### config.mk
export PLATFORM = sky130hd
export DESIGN_NAME = twoc_timer
export DESIGN_NICKNAME = d
export VERILOG_FILES = /design/src/hw/twoc_timer.v
export VERILOG_INCLUDE_DIRS = /design/src /design/src/hw
export SDC_FILE = /design/constraint.sdc
export NUM_CORES = 1
export LEC_CHECK = 0
export BUFFER_PORTS_ARGS = -buffer_cell sky130_fd_sc_hd__buf_4
export CAP_MARGIN = 20
export CORE_MARGIN = 3
export CORE_UTILIZATION = 30
export CTS_BUF_LIST = sky130_fd_sc_hd__clkbuf_2
export DETAILED_ROUTE_END_ITERATION = 7
export PLACE_DENSITY = 0.53
export SLEW_MARGIN = 0
export SYNTH_ARGS = -nofsm -noshare
export SYNTH_HDL_FRONTEND = slang
export SYNTH_SLANG_ARGS = --single-unit
### constraint.sdc
create_clock -name clk -period 2.77 [get_ports clk]
set_input_delay 0.554 -clock clk [delete_from_list [all_inputs] [get_ports clk]]
set_output_delay 0.554 -clock clk [all_outputs]
set_load 0.02 [all_outputs]
### src/hw/twoc_consts.vh
// Register offsets, field positions and fixed values for the waveform timer
`ifndef TWOC_CONSTS_VH
`define TWOC_CONSTS_VH
`define TWOC_OFF_CTRL_A 12'h000
`define TWOC_OFF_CTRL_B 12'h004
`define TWOC_OFF_COUNT 12'h008
`define TWOC_OFF_CMP_A 12'h00c
`define TWOC_OFF_CMP_B 12'h010
`define TWOC_OFF_FLAGS 12'h014
`define TWOC_OFF_PRESC_CLR 12'h018
`define TWOC_CA_MODE_A_HI 7
`define TWOC_CA_MODE_A_LO 6
`define TWOC_CA_MODE_B_HI 5
`define TWOC_CA_MODE_B_LO 4
`define TWOC_CA_WGM_HI 1
`define TWOC_CA_WGM_LO 0
`define TWOC_CB_FORCE_A 7
`define TWOC_CB_FORCE_B 6
`define TWOC_CB_WGM_TOP 3
`define TWOC_CB_CS_HI 2
`define TWOC_CB_CS_LO 0
`define TWOC_FL_CMP_B 3
`define TWOC_FL_CMP_A 2
`define TWOC_FL_OVF 1
`define TWOC_CTRL_A_RST 8'h00
`define TWOC_CTRL_B_RST 8'h00
`define TWOC_MAX 8'hff
`define TWOC_BOTTOM 8'h00
`define TWOC_WM_NORMAL 3'h0
`define TWOC_WM_PC_FF 3'h1
`define TWOC_WM_CTC 3'h2
`define TWOC_WM_FAST_FF 3'h3
`define TWOC_WM_PC_CMP 3'h5
`define TWOC_WM_FAST_CMP 3'h7
`define TWOC_DIV8_TAP 2
`define TWOC_DIV64_TAP 5
`define TWOC_DIV256_TAP 7
`define TWOC_DIV1024_TAP 9
`endif

### src/hw/twoc_timer.v
// 8-bit timer with waveform generation, two compare outputs and an APB slave
// Functional notes
// - Nonzero channel A output mode connects compare output A to its pin.
// - Nonzero channel B output mode connects compare output B to its pin.
// - Non-PWM modes: 00 off, 01 toggle, 10 clear, 11 set on match.
// - Fast PWM A: 10 clears on match, sets at TOP; 11 inverse.
// - PWM A mode 01 toggles on match only when mode high bit set.
// - Phase-correct A: 10 clears on up match, sets on down; 11 inverse.
// - Fast PWM B: 01 reserved; 10 clear match/set TOP; 11 inverse.
// - Phase-correct B: 01 reserved; 10 clear up/set down; 11 inverse.
// - PWM compare equal TOP with mode high bit: match ignored, TOP action kept.
// - Waveform mode picks operation and TOP; 100 and 110 reserved.
// - Overflow flag at MAX in 0,2,3; BOTTOM in 1,5; TOP in 7.
// - Waveform mode is control A bits 1:0 plus control B bit 3.
// - Force bits give one forced match in non-PWM modes only.
// - Forced match sets no flag and never clears the counter.
// - Force bits always read zero.
// - Control A bits 3 and 2 read zero.
// - Control B bits 5 and 4 read zero.
// - Clock source selects stop, divided I/O clock or external edges.
// - A counter write suppresses compare match on the next timer clock.
// - Compare flag sets when counter equals compare value.
// - Flags clear by writing one, or by interrupt acknowledge.
//
// Local design decisions: the placing of the registers and the APB register port.
`timescale 1ns/1ps
`default_nettype none
`include "twoc_consts.vh"
module twoc_timer (
  input wire clk,
  input wire rstn,
  input wire psel,
  input wire penable,
  input wire pwrite,
  input wire [11:0] paddr,
  input wire [31:0] pwdata,
  output reg [31:0] prdata,
  output reg pready,
  output reg pslverr,
  input wire ext_count_in,
  input wire ack_cmp_a,
  input wire ack_cmp_b,
  input wire ack_ovf,
  output reg compare_output_a,
  output reg compare_output_b,
  output reg pin_override_a,
  output reg pin_override_b,
  output reg compare_flag_a,
  output reg compare_flag_b,
  output reg overflow_flag
);
  reg [7:0] ctrl_a_r;
  reg [3:0] ctrl_b_r;
  reg [7:0] count_r;
  reg [7:0] cmp_a_buf_r;
  reg [7:0] cmp_b_buf_r;
  reg [7:0] cmp_a_r;
  reg [7:0] cmp_b_r;
  reg down_r;
  reg block_r;
  reg [9:0] presc_r;
  reg ext_s1_r;
  reg ext_s2_r;
  reg ext_d_r;
  reg oc_a_r;
  reg oc_b_r;
  reg [7:0] count_nxt;
  reg down_nxt;
  reg oc_a_nxt;
  reg oc_b_nxt;
  reg tick;
  reg [31:0] rd_val;
  reg addr_ok;

  wire [2:0] wmode = {ctrl_b_r[`TWOC_CB_WGM_TOP],
                      ctrl_a_r[`TWOC_CA_WGM_HI:`TWOC_CA_WGM_LO]};
  wire [1:0] mode_a = ctrl_a_r[`TWOC_CA_MODE_A_HI:`TWOC_CA_MODE_A_LO];
  wire [1:0] mode_b = ctrl_a_r[`TWOC_CA_MODE_B_HI:`TWOC_CA_MODE_B_LO];
  wire [2:0] csel = ctrl_b_r[`TWOC_CB_CS_HI:`TWOC_CB_CS_LO];
  wire is_fast = (wmode == `TWOC_WM_FAST_FF) || (wmode == `TWOC_WM_FAST_CMP);
  wire is_pc = (wmode == `TWOC_WM_PC_FF) || (wmode == `TWOC_WM_PC_CMP);
  wire is_pwm = is_fast || is_pc;
  wire is_nonpwm = (wmode == `TWOC_WM_NORMAL) || (wmode == `TWOC_WM_CTC);
  // TOP source per waveform mode
  wire top_from_a = (wmode == `TWOC_WM_CTC) || (wmode == `TWOC_WM_PC_CMP) ||
                    (wmode == `TWOC_WM_FAST_CMP);
  wire [7:0] top = top_from_a ? cmp_a_r : `TWOC_MAX;
  wire at_top = (count_r == top);
  wire wr_en = psel && penable && pwrite && pready;
  wire wr_ctrl_b = wr_en && (paddr == `TWOC_OFF_CTRL_B);
  wire wr_count = wr_en && (paddr == `TWOC_OFF_COUNT);
  wire wr_flags = wr_en && (paddr == `TWOC_OFF_FLAGS);
  wire wr_presc = wr_en && (paddr == `TWOC_OFF_PRESC_CLR);
  // Compare hits, blocked after a counter write
  wire hit_a = tick && !block_r && (count_r == cmp_a_r);
  wire hit_b = tick && !block_r && (count_r == cmp_b_r);
  // PWM ignores a match where compare equals TOP with high mode bit
  wire ign_a = is_pwm && mode_a[1] && (cmp_a_r == top);
  wire ign_b = is_pwm && mode_b[1] && (cmp_b_r == top);
  wire wave_a = hit_a && !ign_a;
  wire wave_b = hit_b && !ign_b;
  // Force strobes act only in non-PWM modes
  wire force_a = wr_ctrl_b && pwdata[`TWOC_CB_FORCE_A] && is_nonpwm;
  wire force_b = wr_ctrl_b && pwdata[`TWOC_CB_FORCE_B] && is_nonpwm;
  wire fast_top = tick && is_fast && at_top;
  reg ovf_ev;

  // Prescaler runs free, so the first divided tick may come early
  // Timer clock select: prescaler taps and synchronised external edges
  always @* begin
    case (csel)
      3'h0: tick = 1'b0;
      3'h1: tick = 1'b1;
      3'h2: tick = (presc_r[`TWOC_DIV8_TAP:0] == 3'h7);
      3'h3: tick = (presc_r[`TWOC_DIV64_TAP:0] == 6'h3f);
      3'h4: tick = (presc_r[`TWOC_DIV256_TAP:0] == 8'hff);
      3'h5: tick = (presc_r[`TWOC_DIV1024_TAP:0] == 10'h3ff);
      3'h6: tick = ext_d_r && !ext_s2_r;
      3'h7: tick = !ext_d_r && ext_s2_r;
      default: tick = 1'b0;
    endcase
  end

  // Counting sequence
  always @* begin
    count_nxt = count_r;
    down_nxt = down_r;
    if (tick) begin
      if (is_pc) begin
        if (!down_r) begin
          if (at_top) begin
            down_nxt = 1'b1;
            count_nxt = count_r - 8'h01;
          end else begin
            count_nxt = count_r + 8'h01;
          end
        end else begin
          if (count_r == `TWOC_BOTTOM) begin
            down_nxt = 1'b0;
            count_nxt = count_r + 8'h01;
          end else begin
            count_nxt = count_r - 8'h01;
          end
        end
      end else if (top_from_a && at_top) begin
        count_nxt = `TWOC_BOTTOM;
        down_nxt = 1'b0;
      end else begin
        count_nxt = count_r + 8'h01;
        down_nxt = 1'b0;
      end
    end
    if (wr_count) begin
      count_nxt = pwdata[7:0];
    end
  end

  // Overflow event per waveform mode
  always @* begin
    case (wmode)
      `TWOC_WM_NORMAL, `TWOC_WM_CTC, `TWOC_WM_FAST_FF: ovf_ev = tick && (count_r == `TWOC_MAX);
      `TWOC_WM_PC_FF, `TWOC_WM_PC_CMP: ovf_ev = tick && (count_r == `TWOC_BOTTOM);
      `TWOC_WM_FAST_CMP: ovf_ev = tick && at_top;
      default: ovf_ev = 1'b0;
    endcase
  end

  // Compare output A waveform
  always @* begin
    oc_a_nxt = oc_a_r;
    if (is_nonpwm) begin
      if (wave_a || force_a) begin
        case (mode_a)
          2'h1: oc_a_nxt = !oc_a_r;
          2'h2: oc_a_nxt = 1'b0;
          2'h3: oc_a_nxt = 1'b1;
          default: oc_a_nxt = oc_a_r;
        endcase
      end
    end else if (is_pwm) begin
      if (mode_a == 2'h1) begin
        if (wave_a && ctrl_b_r[`TWOC_CB_WGM_TOP]) begin
          oc_a_nxt = !oc_a_r;
        end
      end else if (mode_a[1]) begin
        if (is_fast) begin
          if (fast_top) begin
            oc_a_nxt = !mode_a[0];
          end else if (wave_a) begin
            oc_a_nxt = mode_a[0];
          end
        end else if (wave_a) begin
          oc_a_nxt = down_r ? !mode_a[0] : mode_a[0];
        // Compare pinned at TOP settles to the down-count level
        end else if (tick && at_top && ign_a) begin
          oc_a_nxt = !mode_a[0];
        end
      end
    end
  end

  // Compare output B waveform; mode 01 reserved in PWM
  always @* begin
    oc_b_nxt = oc_b_r;
    if (is_nonpwm) begin
      if (wave_b || force_b) begin
        case (mode_b)
          2'h1: oc_b_nxt = !oc_b_r;
          2'h2: oc_b_nxt = 1'b0;
          2'h3: oc_b_nxt = 1'b1;
          default: oc_b_nxt = oc_b_r;
        endcase
      end
    end else if (is_pwm && mode_b[1]) begin
      if (is_fast) begin
        if (fast_top) begin
          oc_b_nxt = !mode_b[0];
        end else if (wave_b) begin
          oc_b_nxt = mode_b[0];
        end
      end else if (wave_b) begin
        oc_b_nxt = down_r ? !mode_b[0] : mode_b[0];
      end else if (tick && at_top && ign_b) begin
        oc_b_nxt = !mode_b[0];
      end
    end
  end

  // Read mux; force bits and reserved bits read as zero
  always @* begin
    rd_val = 32'h0000_0000;
    addr_ok = 1'b1;
    case (paddr)
      `TWOC_OFF_CTRL_A: rd_val = {24'h000000, ctrl_a_r[7:4], 2'h0, ctrl_a_r[1:0]};
      `TWOC_OFF_CTRL_B: rd_val = {24'h000000, 4'h0, ctrl_b_r};
      `TWOC_OFF_COUNT: rd_val = {24'h000000, count_r};
      `TWOC_OFF_CMP_A: rd_val = {24'h000000, cmp_a_buf_r};
      `TWOC_OFF_CMP_B: rd_val = {24'h000000, cmp_b_buf_r};
      `TWOC_OFF_FLAGS: rd_val = {28'h0000000, compare_flag_b, compare_flag_a, overflow_flag, 1'b0};
      `TWOC_OFF_PRESC_CLR: rd_val = 32'h0000_0000;
      default: addr_ok = 1'b0;
    endcase
  end

  always @(posedge clk or negedge rstn) begin
    if (!rstn) begin
      ctrl_a_r <= `TWOC_CTRL_A_RST;
      ctrl_b_r <= 4'h0;
      count_r <= 8'h00;
      cmp_a_buf_r <= 8'h00;
      cmp_b_buf_r <= 8'h00;
      cmp_a_r <= 8'h00;
      cmp_b_r <= 8'h00;
      down_r <= 1'b0;
      block_r <= 1'b0;
      presc_r <= 10'h000;
      ext_s1_r <= 1'b0;
      ext_s2_r <= 1'b0;
      ext_d_r <= 1'b0;
      oc_a_r <= 1'b0;
      oc_b_r <= 1'b0;
      compare_output_a <= 1'b0;
      compare_output_b <= 1'b0;
      pin_override_a <= 1'b0;
      pin_override_b <= 1'b0;
      compare_flag_a <= 1'b0;
      compare_flag_b <= 1'b0;
      overflow_flag <= 1'b0;
      prdata <= 32'h0000_0000;
      pready <= 1'b0;
      pslverr <= 1'b0;
    end else begin
      pready <= psel && !penable;
      pslverr <= psel && !penable && !addr_ok;
      if (psel && !penable) begin
        prdata <= pwrite ? 32'h0000_0000 : rd_val;
      end
      presc_r <= wr_presc ? 10'h000 : presc_r + 10'h001;
      ext_s1_r <= ext_count_in;
      ext_s2_r <= ext_s1_r;
      ext_d_r <= ext_s2_r;
      if (wr_en && paddr == `TWOC_OFF_CTRL_A) begin
        ctrl_a_r <= pwdata[7:0];
      end
      if (wr_ctrl_b) begin
        ctrl_b_r <= pwdata[3:0];
      end
      if (wr_en && paddr == `TWOC_OFF_CMP_A) begin
        cmp_a_buf_r <= pwdata[7:0];
      end
      if (wr_en && paddr == `TWOC_OFF_CMP_B) begin
        cmp_b_buf_r <= pwdata[7:0];
      end
      // Working compare copies
      if (!is_pwm || (tick && at_top)) begin
        cmp_a_r <= cmp_a_buf_r;
        cmp_b_r <= cmp_b_buf_r;
      end
      count_r <= count_nxt;
      down_r <= down_nxt;
      if (wr_count) begin
        block_r <= 1'b1;
      end else if (tick) begin
        block_r <= 1'b0;
      end
      oc_a_r <= oc_a_nxt;
      oc_b_r <= oc_b_nxt;
      compare_output_a <= oc_a_nxt;
      compare_output_b <= oc_b_nxt;
      pin_override_a <= (mode_a != 2'h0);
      pin_override_b <= (mode_b != 2'h0);
      // Set wins over clear; forced matches never reach flags
      if (hit_a) begin
        compare_flag_a <= 1'b1;
      end else if (ack_cmp_a || (wr_flags && pwdata[`TWOC_FL_CMP_A])) begin
        compare_flag_a <= 1'b0;
      end
      if (hit_b) begin
        compare_flag_b <= 1'b1;
      end else if (ack_cmp_b || (wr_flags && pwdata[`TWOC_FL_CMP_B])) begin
        compare_flag_b <= 1'b0;
      end
      if (ovf_ev) begin
        overflow_flag <= 1'b1;
      end else if (ack_ovf || (wr_flags && pwdata[`TWOC_FL_OVF])) begin
        overflow_flag <= 1'b0;
      end
    end
  end
endmodule // twoc_timer
`default_nettype wire

==> impl_metrics.ini, run 1 <==
[status]
status = finished, final reports clean

[clock_tree]
htree_levels = 3
insertion_delay_ns = 0.56
cts_buffer_depth = 2
numClockSinks = 82
clk_pin_slew_ns = 0.23
cts_tree = built
cts-root-buf = clkbuf_2
cts_made_buffers = 9

[yosys]
async_flop_share_pct = 100
postSynthAreaPerCell_um2 = 9.37
syn_area_um2 = 5130
ys_ff_latch = 82
synth_flop_cell = dfrtp_1
synth.most_common_cell = dfrtp_1
syn_inst = 547
ys_top_cells_by_count = dfrtp_1 (82), nand2_1 (53), mux2_2 (38)
synth-edff-count = 0
yosysTopAreaCellShare_pct = 40.0
yosysWarnings = 0
synth_cell_types = 74
synth_area_leader_cell = dfrtp_1
ys_seq_area_share_pct = 40.0
synth.top_cells.by_area = dfrtp_1 (40%), mux2_2 (8.3%), buf_4 (4.0%)

[sta]
skew_ns = 0.0322
tns_ns = 0
setup_slack_ns = 0.119
period_share_pct = 95.7
hold_viol = 0
setup_viol = 0
slew_viol_final = 0
fmax_mhz = 377
worstMarginPinSlew_ns = 0.719
fin_crit_ns = 2.65
relSlewSlack_pct = 52.1

[detailed_routing]
drc = 0
wl_um = 15400
ant_nets = 0
drt_pass1_iterations = 4
via_count = 4541
routed_via_density = 5.32
wl_per_cell_um = 18.1
drt_iter0_markers = 331

[worst_setup_path]
arrival_ns = 3.16
r2r_end = oc_b_r
rrSetupSlack_ns = 0.12
cp_max_fo = 7
reg2reg_from = ctrl_b_r[3]
crit_chain = nor3b_2 -> nor2_1 -> buf_4 -> buf_4 -> nor4b_2 -> a211oi_1 -> nor4b_2 -> buf_4 -> nor4_2 -> a2111o_1 -> o211ai_1 -> mux2_2
crit_path_start_kind = flop
path_delay_family = simple AND/OR/NAND/NOR gates
slowest_stage = dfrtp_2
r2r_cells = 12
required_ns = 3.28
critical_path_class = reg -> reg
endpoint_kind = flop
path_common_cell = buf_4
max_stage_delay_ns = 0.50
worst-path-buf-inv = 3

[finish]
final_net_count = 688
fin_util_pct = 37.0
layout-drive-gt1-share_pct = 30.1
diodes = 0
fin_area_um2 = 6160
nFillCells = 1703
synthToLayoutAreaGrowth_pct = 20.2

[power_and_ir_drop]
p_sw_share_pct = 32.2
combPwrFrac_pct = 18.9
power.density_nw_per_um2 = 390
clockPowerShare_pct = 27.8
p_int_mw = 1.63
finalPower_mw = 2.40
power.switching_mw = 0.774
ir_drop_v = 0.000214
p_leak_nw = 2.78
pwr-share-seq_pct = 53.3

[global_route]
grt_max_degree = 51
grt_pass1_wl_um = 24200
grt_pass1_vias = 4378
antenna_found_initial = 0
grt_overflow = 0
grt_usage_pct = 16.8

[placed_design]
finalWeightedCongestion = 0.907
place_ws_ns = -0.0447
port_buffers = 45
placedInstanceArea_um2 = 5930
dp_hpwl_um = 11800

[worst_hold_path]
hold_depth = 1
min_to = ext_s1_r
min_from = ext_count_in
hp-class = in -> reg

[floorplan]
start_util_pct = 30.8
ios = 94
die_h_um = 137
rows = 47
die_area_um2 = 18700
coreArea_um2 = 16600
die_w_um = 137

[flow_run]
max_cap_viol_count = 0
-- power by group through the flow --
stage          Combinational, mW  Sequential, mW  Clock, mW
2_1_floorplan              0.318            1.28          0
3_3_place_gp               0.441            1.30          0
3_5_place_dp               0.446            1.30          0
4_1_cts                    0.450            1.28      0.682
5_1_grt                    0.497            1.29      0.739
6_report                   0.454            1.28      0.668
-- worst reg2reg max path, cell delays in order (launching register included) --
cell	delay, ns
dfrtp_2	0.50
nor3b_2	0.22
nor2_1	0.06
buf_4	0.16
buf_4	0.17
nor4b_2	0.21
a211oi_1	0.08
nor4b_2	0.35
buf_4	0.19
nor4_2	0.05
a2111o_1	0.39
o211ai_1	0.08
mux2_2	0.16
-- area by class of cell --
| cell class | instances | area [um^2] | area share [%] |
|---|---|---|---|
| Clock buffer | 10 | 50.0 | 0.812 |
| Clock inverter | 6 | 65.1 | 1.06 |
| Inverter | 19 | 71.3 | 1.16 |
| Multi-Input combinational cell | 415 | 2840 | 46.1 |
| Sequential cell | 82 | 2050 | 33.3 |
| Tap cell | 220 | 275 | 4.47 |
| Timing Repair Buffer | 102 | 806 | 13.1 |
-- logic make-up (layout without fill, tap and decap cells) --
kind of cell	count (synthesis)	after routing	share of synthesized area, %
XOR/XNOR	26	26	4.44
adder cells (fa/ha/maj)	6	6	1.46
AO/OA/AOI/OAI	127	127	16.8
AND/OR/NAND/NOR	189	189	19.8
multiplexers	43	43	9.67
flip-flops	82	82	40.0
buffers and inverters	73	137	7.71
other	1	24	0.0732
-- repair_timing --
action	4_1_cts	5_1_grt
endpoints found under the hold margin	0	22
endpoints found under the setup margin	17	21
pin swaps	0	5
resized for setup	6	15
setup buffers	0	2
hold buffers	0	1
-- layout by cell type, fill, tap and decap left out, types with 4 or more instances in the layout --
cell type	n
nand2_1	53
o221ai_1	4
nor2b_1	6
ha_1	5
a22oi_1	7
nand3_1	13
nand2b_1	9
xnor2_1	11
nor3_1	7
nor4_2	4
a221oi_1	4
dfrtp_1	80
inv_1	19
nand4_1	8
xor2_1	15
o211ai_1	5
o31ai_1	4
and3_1	7
o21ai_0	36
conb_1	24
a21oi_1	19
a31oi_1	7
nor2_1	37
or3_1	4
buf_4	98
a211oi_1	5
mux2_2	38
and2_1	5
clkbuf_2	10
nor4_1	6
-- flip-flops by register name, summed over array words and instances (netlist names), 4 cells and up --
signal / flops
cmp_a_r: 8
ctrl_b_r: 4
cmp_b_r: 8
ctrl_a_r: 6
cmp_b_buf_r: 8
presc_r: 10
cmp_a_buf_r: 8
count_r: 8
prdata: 8
-- per-stage QoR --
step	cells	hold WS, ns
global placement	835	0.332
finish	854	0.0999
CTS	851	0.00000344
global route	854	0.00999
floorplan	570	0.258
detailed placement	835	0.343
-- metal layers --
| layer | global-route usage (%) | wire length, um | part of all wire (%) | vias to the layer above |
|---|---|---|---|---|
| met5 | 0 | 0 | 0 | - |
| met4 | 5.77 | 375 | 2.4 | 0 |
| met3 | 2.87 | 848 | 5.5 | 25 |
| met2 | 27.8 | 7360 | 48 | 173 |
| met1 | 22.4 | 6840 | 44 | 2245 |
| li1 | - | - | - | 2098 |
-- worst max path at each step --
| stage | from | to | slack, ns | cells after the start |
|---|---|---|---|---|
| final | ctrl_b_r[3] | oc_b_r | 0.12 | 12 |
| after global routing | presc_r[1] | oc_a_r | -0.02 | 13 |
| after CTS | presc_r[0] | oc_b_r | -0.002 | 11 |
| after detailed placement | presc_r[0] | oc_b_r | -0.04 | 9 |
| after global placement | presc_r[0] | oc_b_r | 0.004 | 11 |
| after floorplan | ctrl_b_r[3] | cmp_a_r[1] | 0.08 | 10 |
No activity file was read; power rests on OpenSTA's default activity.
==> run 2, diff against run 1 <==
--- a/config.mk
+++ b/config.mk
@@ -9,10 +9,10 @@
 export BUFFER_PORTS_ARGS = -buffer_cell sky130_fd_sc_hd__buf_4
 export CAP_MARGIN = 20
 export CORE_MARGIN = 3
-export CORE_UTILIZATION = 30
+export CORE_UTILIZATION = 24
 export CTS_BUF_LIST = sky130_fd_sc_hd__clkbuf_2
 export DETAILED_ROUTE_END_ITERATION = 7
-export PLACE_DENSITY = 0.53
+export PLACE_DENSITY = 0.45
 export SLEW_MARGIN = 0
 export SYNTH_ARGS = -nofsm -noshare
 export SYNTH_HDL_FRONTEND = slang
==> impl_metrics.ini, run 2 (synthesis gave the netlist of run 1 again) <==
[global_route]
use_met2_pct = 22.1
grt_usage_pct = 13.9
grt_overflow = 0
busiest_layer = met2
grt_use_met1_pct = 19.3
grt_max_degree = 66
grt_pass1_wl_um = 25600
grt_pass1_vias = 4406
antenna_found_initial = 1
grt_use_met3_pct = 2.73

[sta]
hold_viol = 0
period_share_pct = 96.1
setup_viol = 0
worstMarginPinSlew_ns = 0.582
skew_ns = 0.0321
relSlewSlack_pct = 60.8
timing.hold.ws_ns = 0.165
fin_crit_ns = 2.66
slew_viol_final = 0
fmax_mhz = 375

[floorplan]
die_h_um = 152
die_w_um = 152
ios = 94
rows = 52
coreArea_um2 = 20600
die_area_um2 = 23100
start_util_pct = 24.9

[finish]
synthToLayoutAreaGrowth_pct = 21.5
final_net_count = 689
largest_reg_flops = 10
top_register = presc_r
layout_common_cells = buf_4 (98), dfrtp_1 (79), nand2_1 (53), mux2_2 (38)
final_common_cell = buf_4
fin_area_um2 = 6230
layout-drive-gt1-share_pct = 30.6

[status]
status = finished, final reports clean

[power_and_ir_drop]
ir_drop_v = 0.000204
power.density_nw_per_um2 = 373
finalPower_mw = 2.32
p_leak_nw = 2.76

[detailed_routing]
drt_pass1_iterations = 5
ant_nets = 0
wl_um = 16300
routed_via_density = 4.95
drc = 0
via_count = 4475
wl_per_cell_um = 18.1
drt_iter0_markers = 309

[placed_design]
port_buffers = 45
dp_hpwl_um = 12400
placedInstanceArea_um2 = 5990
finalWeightedCongestion = 0.890

[worst_setup_path]
critical_path_class = reg -> reg
arrival_ns = 3.21
required_ns = 3.32
endpoint_kind = flop
crit_path_start_kind = flop
cp_max_fo = 6

[clock_tree]
htree_levels = 3
cts_made_buffers = 9
cts_tree = built
insertion_delay_ns = 0.59
cts-root-buf = clkbuf_2
numClockSinks = 82
clk_pin_slew_ns = 0.26
cts_buffer_depth = 2

[worst_hold_path]
hp-class = in -> reg

[flow_run]
max_cap_viol_count = 0
==> run 2: changes by cell type in the layout (fill, tap and decap cells not counted), sizes merged <==
| cell | delta |
|---|---|
| bufinv | -1 |
| clkbuf | -1 |
| clkinv | -1 |
| clkinvlp | +2 |
| diode | +1 |
| dlygate4sd3 | +1 |
| inv | -1 |
==> run 2: layout make-up <==
cell class	instances	area [um^2]
multi-input cells	415	2880
fillers	2171	14400
diodes	1	2.50
repair buffers	103	807
clock buffers	9	45.0
well taps	270	338
inverters	19	71.3
clock inverters	5	33.8
flip-flops and latches	82	2060
==> run 2: metal layers <==
metal | vias to the layer above | part of all wire [%]
met5 | - | 0
met4 | 0 | 1.8
met3 | 20 | 3.9
met2 | 120 | 47
met1 | 2226 | 47
li1 | 2109 | -
==> run 2: report_power, final <==
part	internal [mW]	total, mW	switching, mW
Sequential	1.24	1.28	0.0415
Combinational	0.193	0.477	0.285
Clock	0.106	0.567	0.461
Total	1.54	2.32	0.787
==> run 2: per-stage QoR <==
step           instances  TNS (ns)  setup WS [ns]  util, %
2_1_floorplan        570         0         0.0753        -
3_3_place_gp         884    -0.187         -0.135     29.0
3_5_place_dp         884   -0.0358        -0.0266     29.0
4_1_cts              899         0        0.00325     29.6
5_1_grt              904  -0.00957       -0.00556     30.2
6_report             904         0          0.107     30.2
==> run 2: worst max-delay path: stages (launching register included) <==
cell and delay (ns):
dfrtp_2 0.52, or3b_4 0.42, buf_4 0.15, a22oi_1 0.16, o22ai_1 0.15, o21ai_4 0.14
o21bai_2 0.14, buf_4 0.16, a21oi_1 0.18, a21oi_1 0.07, or3_1 0.35, a31oi_1 0.18
==> run 2: path summary, 6_finish.rpt <==
kind                              from          to  slack [ns]  depth (start not counted)
min in group asynchronous         rstn  count_r[5]        0.33                          2
max in group asynchronous         rstn  count_r[0]        1.76                          3
max                        ctrl_b_r[3]  count_r[5]        0.11                         11
min reg2reg                   ext_s1_r    ext_s2_r        0.38                          0
max reg2reg                ctrl_b_r[3]  count_r[5]        0.11                         11
min                             pwrite   prdata[1]        0.16                          2
==> run 2: repair_timing <==
action / CTS / global route
gates resized for setup: 5 / 21
pin swaps: 0 / 4
setup endpoints to repair: 17 / 21
buffers inserted: 0 / 3
endpoints found under the hold margin: 17 / 1
hold buffers: 1 / 1
==> run 3, diff against run 2 <==
--- a/config.mk
+++ b/config.mk
@@ -11,8 +11,10 @@
 export CORE_MARGIN = 3
 export CORE_UTILIZATION = 24
 export CTS_BUF_LIST = sky130_fd_sc_hd__clkbuf_2
+export CTS_CLUSTER_DIAMETER = 150
 export DETAILED_ROUTE_END_ITERATION = 7
 export PLACE_DENSITY = 0.45
+export REMOVE_ABC_BUFFERS = 1
 export SLEW_MARGIN = 0
 export SYNTH_ARGS = -nofsm -noshare
 export SYNTH_HDL_FRONTEND = slang
==> impl_metrics.ini, run 3 (synthesis gave the netlist of run 1 again) <==
[detailed_routing]
via_count = 4521
routed_via_density = 4.93
drt_iter0_markers = 290
drt_pass1_iterations = 5
wl_um = 16500
drc = 0
ant_nets = 0
wl_per_cell_um = 18.0

[clock_tree]
clk_pin_slew_ns = 0.28
cts_tree = built
htree_levels = 3
cts-root-buf = clkbuf_2
numClockSinks = 82
cts_made_buffers = 9
cts_buffer_depth = 2
insertion_delay_ns = 0.61

[sta]
setup_viol = 0
slew_viol_final = 0
setup_slack_ns = 0.0736
relSlewSlack_pct = 58.6
tns_ns = 0
fin_crit_ns = 2.70
hold_viol = 0
skew_ns = 0.0519
worstMarginPinSlew_ns = 0.621
rsz0062_at_grt = true
fmax_mhz = 371
period_share_pct = 97.3

[floorplan]
die_area_um2 = 23100
coreArea_um2 = 20600
die_w_um = 152
die_h_um = 152
rows = 52
start_util_pct = 24.9
ios = 94

[placed_design]
dp_hpwl_um = 12700
finalWeightedCongestion = 0.843
post-place-cells = 894
place_ws_ns = 0.00303
placedInstanceArea_um2 = 6060
port_buffers = 45

[worst_setup_path]
worst-path-buf-inv = 1
crit_path_start_kind = flop
path_delay_family = simple AND/OR/NAND/NOR gates
crit_chain = or3b_4 -> a21oi_2 -> xnor2_1 -> o211ai_2 -> or3_4 -> nand2_2 -> buf_12 -> mux2_2
r2r_cells = 8
critical_path_class = reg -> reg
slowest_stage = dfrtp_2
rrSetupSlack_ns = 0.07
reg2reg_from = ctrl_a_r[0]
cp_max_fo = 11
arrival_ns = 3.18
r2r_end = cmp_a_r[2]
required_ns = 3.25
max_stage_delay_ns = 0.52
cp_num_cells = 8
endpoint_kind = flop

[finish]
largest_reg_flops = 10
layout-drive-gt1-share_pct = 31.8
final_common_cell = buf_4
layout_common_cells = buf_4 (109), dfrtp_1 (80), nand2_1 (53), mux2_2 (38)
synthToLayoutAreaGrowth_pct = 23.8
nFillCells = 2222
top_register = presc_r
diodes = 0
final_cells = 917
final_net_count = 701
fin_area_um2 = 6340

[global_route]
grt_pass1_wl_um = 25500
antenna_found_initial = 0
grt_pass1_vias = 4435
grt_usage_pct = 14.0
grt_overflow = 0
grt_max_degree = 45

[power_and_ir_drop]
ir_drop_v = 0.000247
power.density_nw_per_um2 = 388
p_leak_nw = 2.85

[worst_hold_path]
min_from = pwrite
hp-class = in -> reg
min_to = prdata[1]
hold_depth = 2

[status]
status = finished, final reports clean

[flow_run]
max_cap_viol_count = 0
==> run 3: metrics by stage <==
step	utilization (%)	hold WS (ns)	total power, mW
global placement	29.4	0.339	1.76
global route	30.8	0.0356	2.61
detailed placement	29.4	0.340	1.77
CTS	30.2	0.0370	2.49
floorplan	-	0.258	1.55
finish	30.8	0.120	2.46
==> run 3: worst reg2reg max path, stage by stage, from the launching register on <==
cell and delay [ns]:
dfrtp_2 0.52, or3b_4 0.43, a21oi_2 0.16, xnor2_1 0.14
o211ai_2 0.19, or3_4 0.48, nand2_2 0.14, buf_12 0.15
mux2_2 0.34
==> run 3: area by class of cell <==
class                   instances  area, um^2  area share [%]
clock buffers                   9        45.0           0.710
clock inverters                 7        76.3            1.20
inverters                      19        71.3            1.12
multi-input cells             415        2860            45.1
flip-flops and latches         82        2050            32.4
well taps                     270         338            5.32
repair buffers                115         901            14.2
==> run 3: per-layer routing <==
metal  up-vias  track usage [%]  wire length [um]
li1       2126                -                 -
met5         -                0                 0
met4         0             4.88               293
met3        19             2.64               701
met1      2252             19.7              7870
met2       124             21.5              7690
==> run 3: worst max path at each step <==
stage	from	end	slack (ns)
after detailed placement	presc_r[0]	oc_a_r	0.003
after floorplan	ctrl_a_r[0]	count_r[6]	-0.01
final	ctrl_a_r[0]	cmp_a_r[2]	0.07
after global placement	presc_r[0]	oc_a_r	0.03
after CTS	presc_r[0]	oc_b_r	0.006
after global routing	ctrl_a_r[0]	count_r[4]	-0.02
==> run 3: timing repair <==
action                                  4_1_cts  5_1_grt
hold buffers                                  2        0
endpoints found under the hold margin        42        0
pin swaps                                     0        8
buffers inserted                              1        4
endpoints found under the setup margin       17       22
resized for setup                             4       21
==> run 3: where the power goes <==
part | switching, mW | internal [mW]
combinational | 0.301 | 0.200
clock | 0.470 | 0.219
sequential | 0.0389 | 1.24
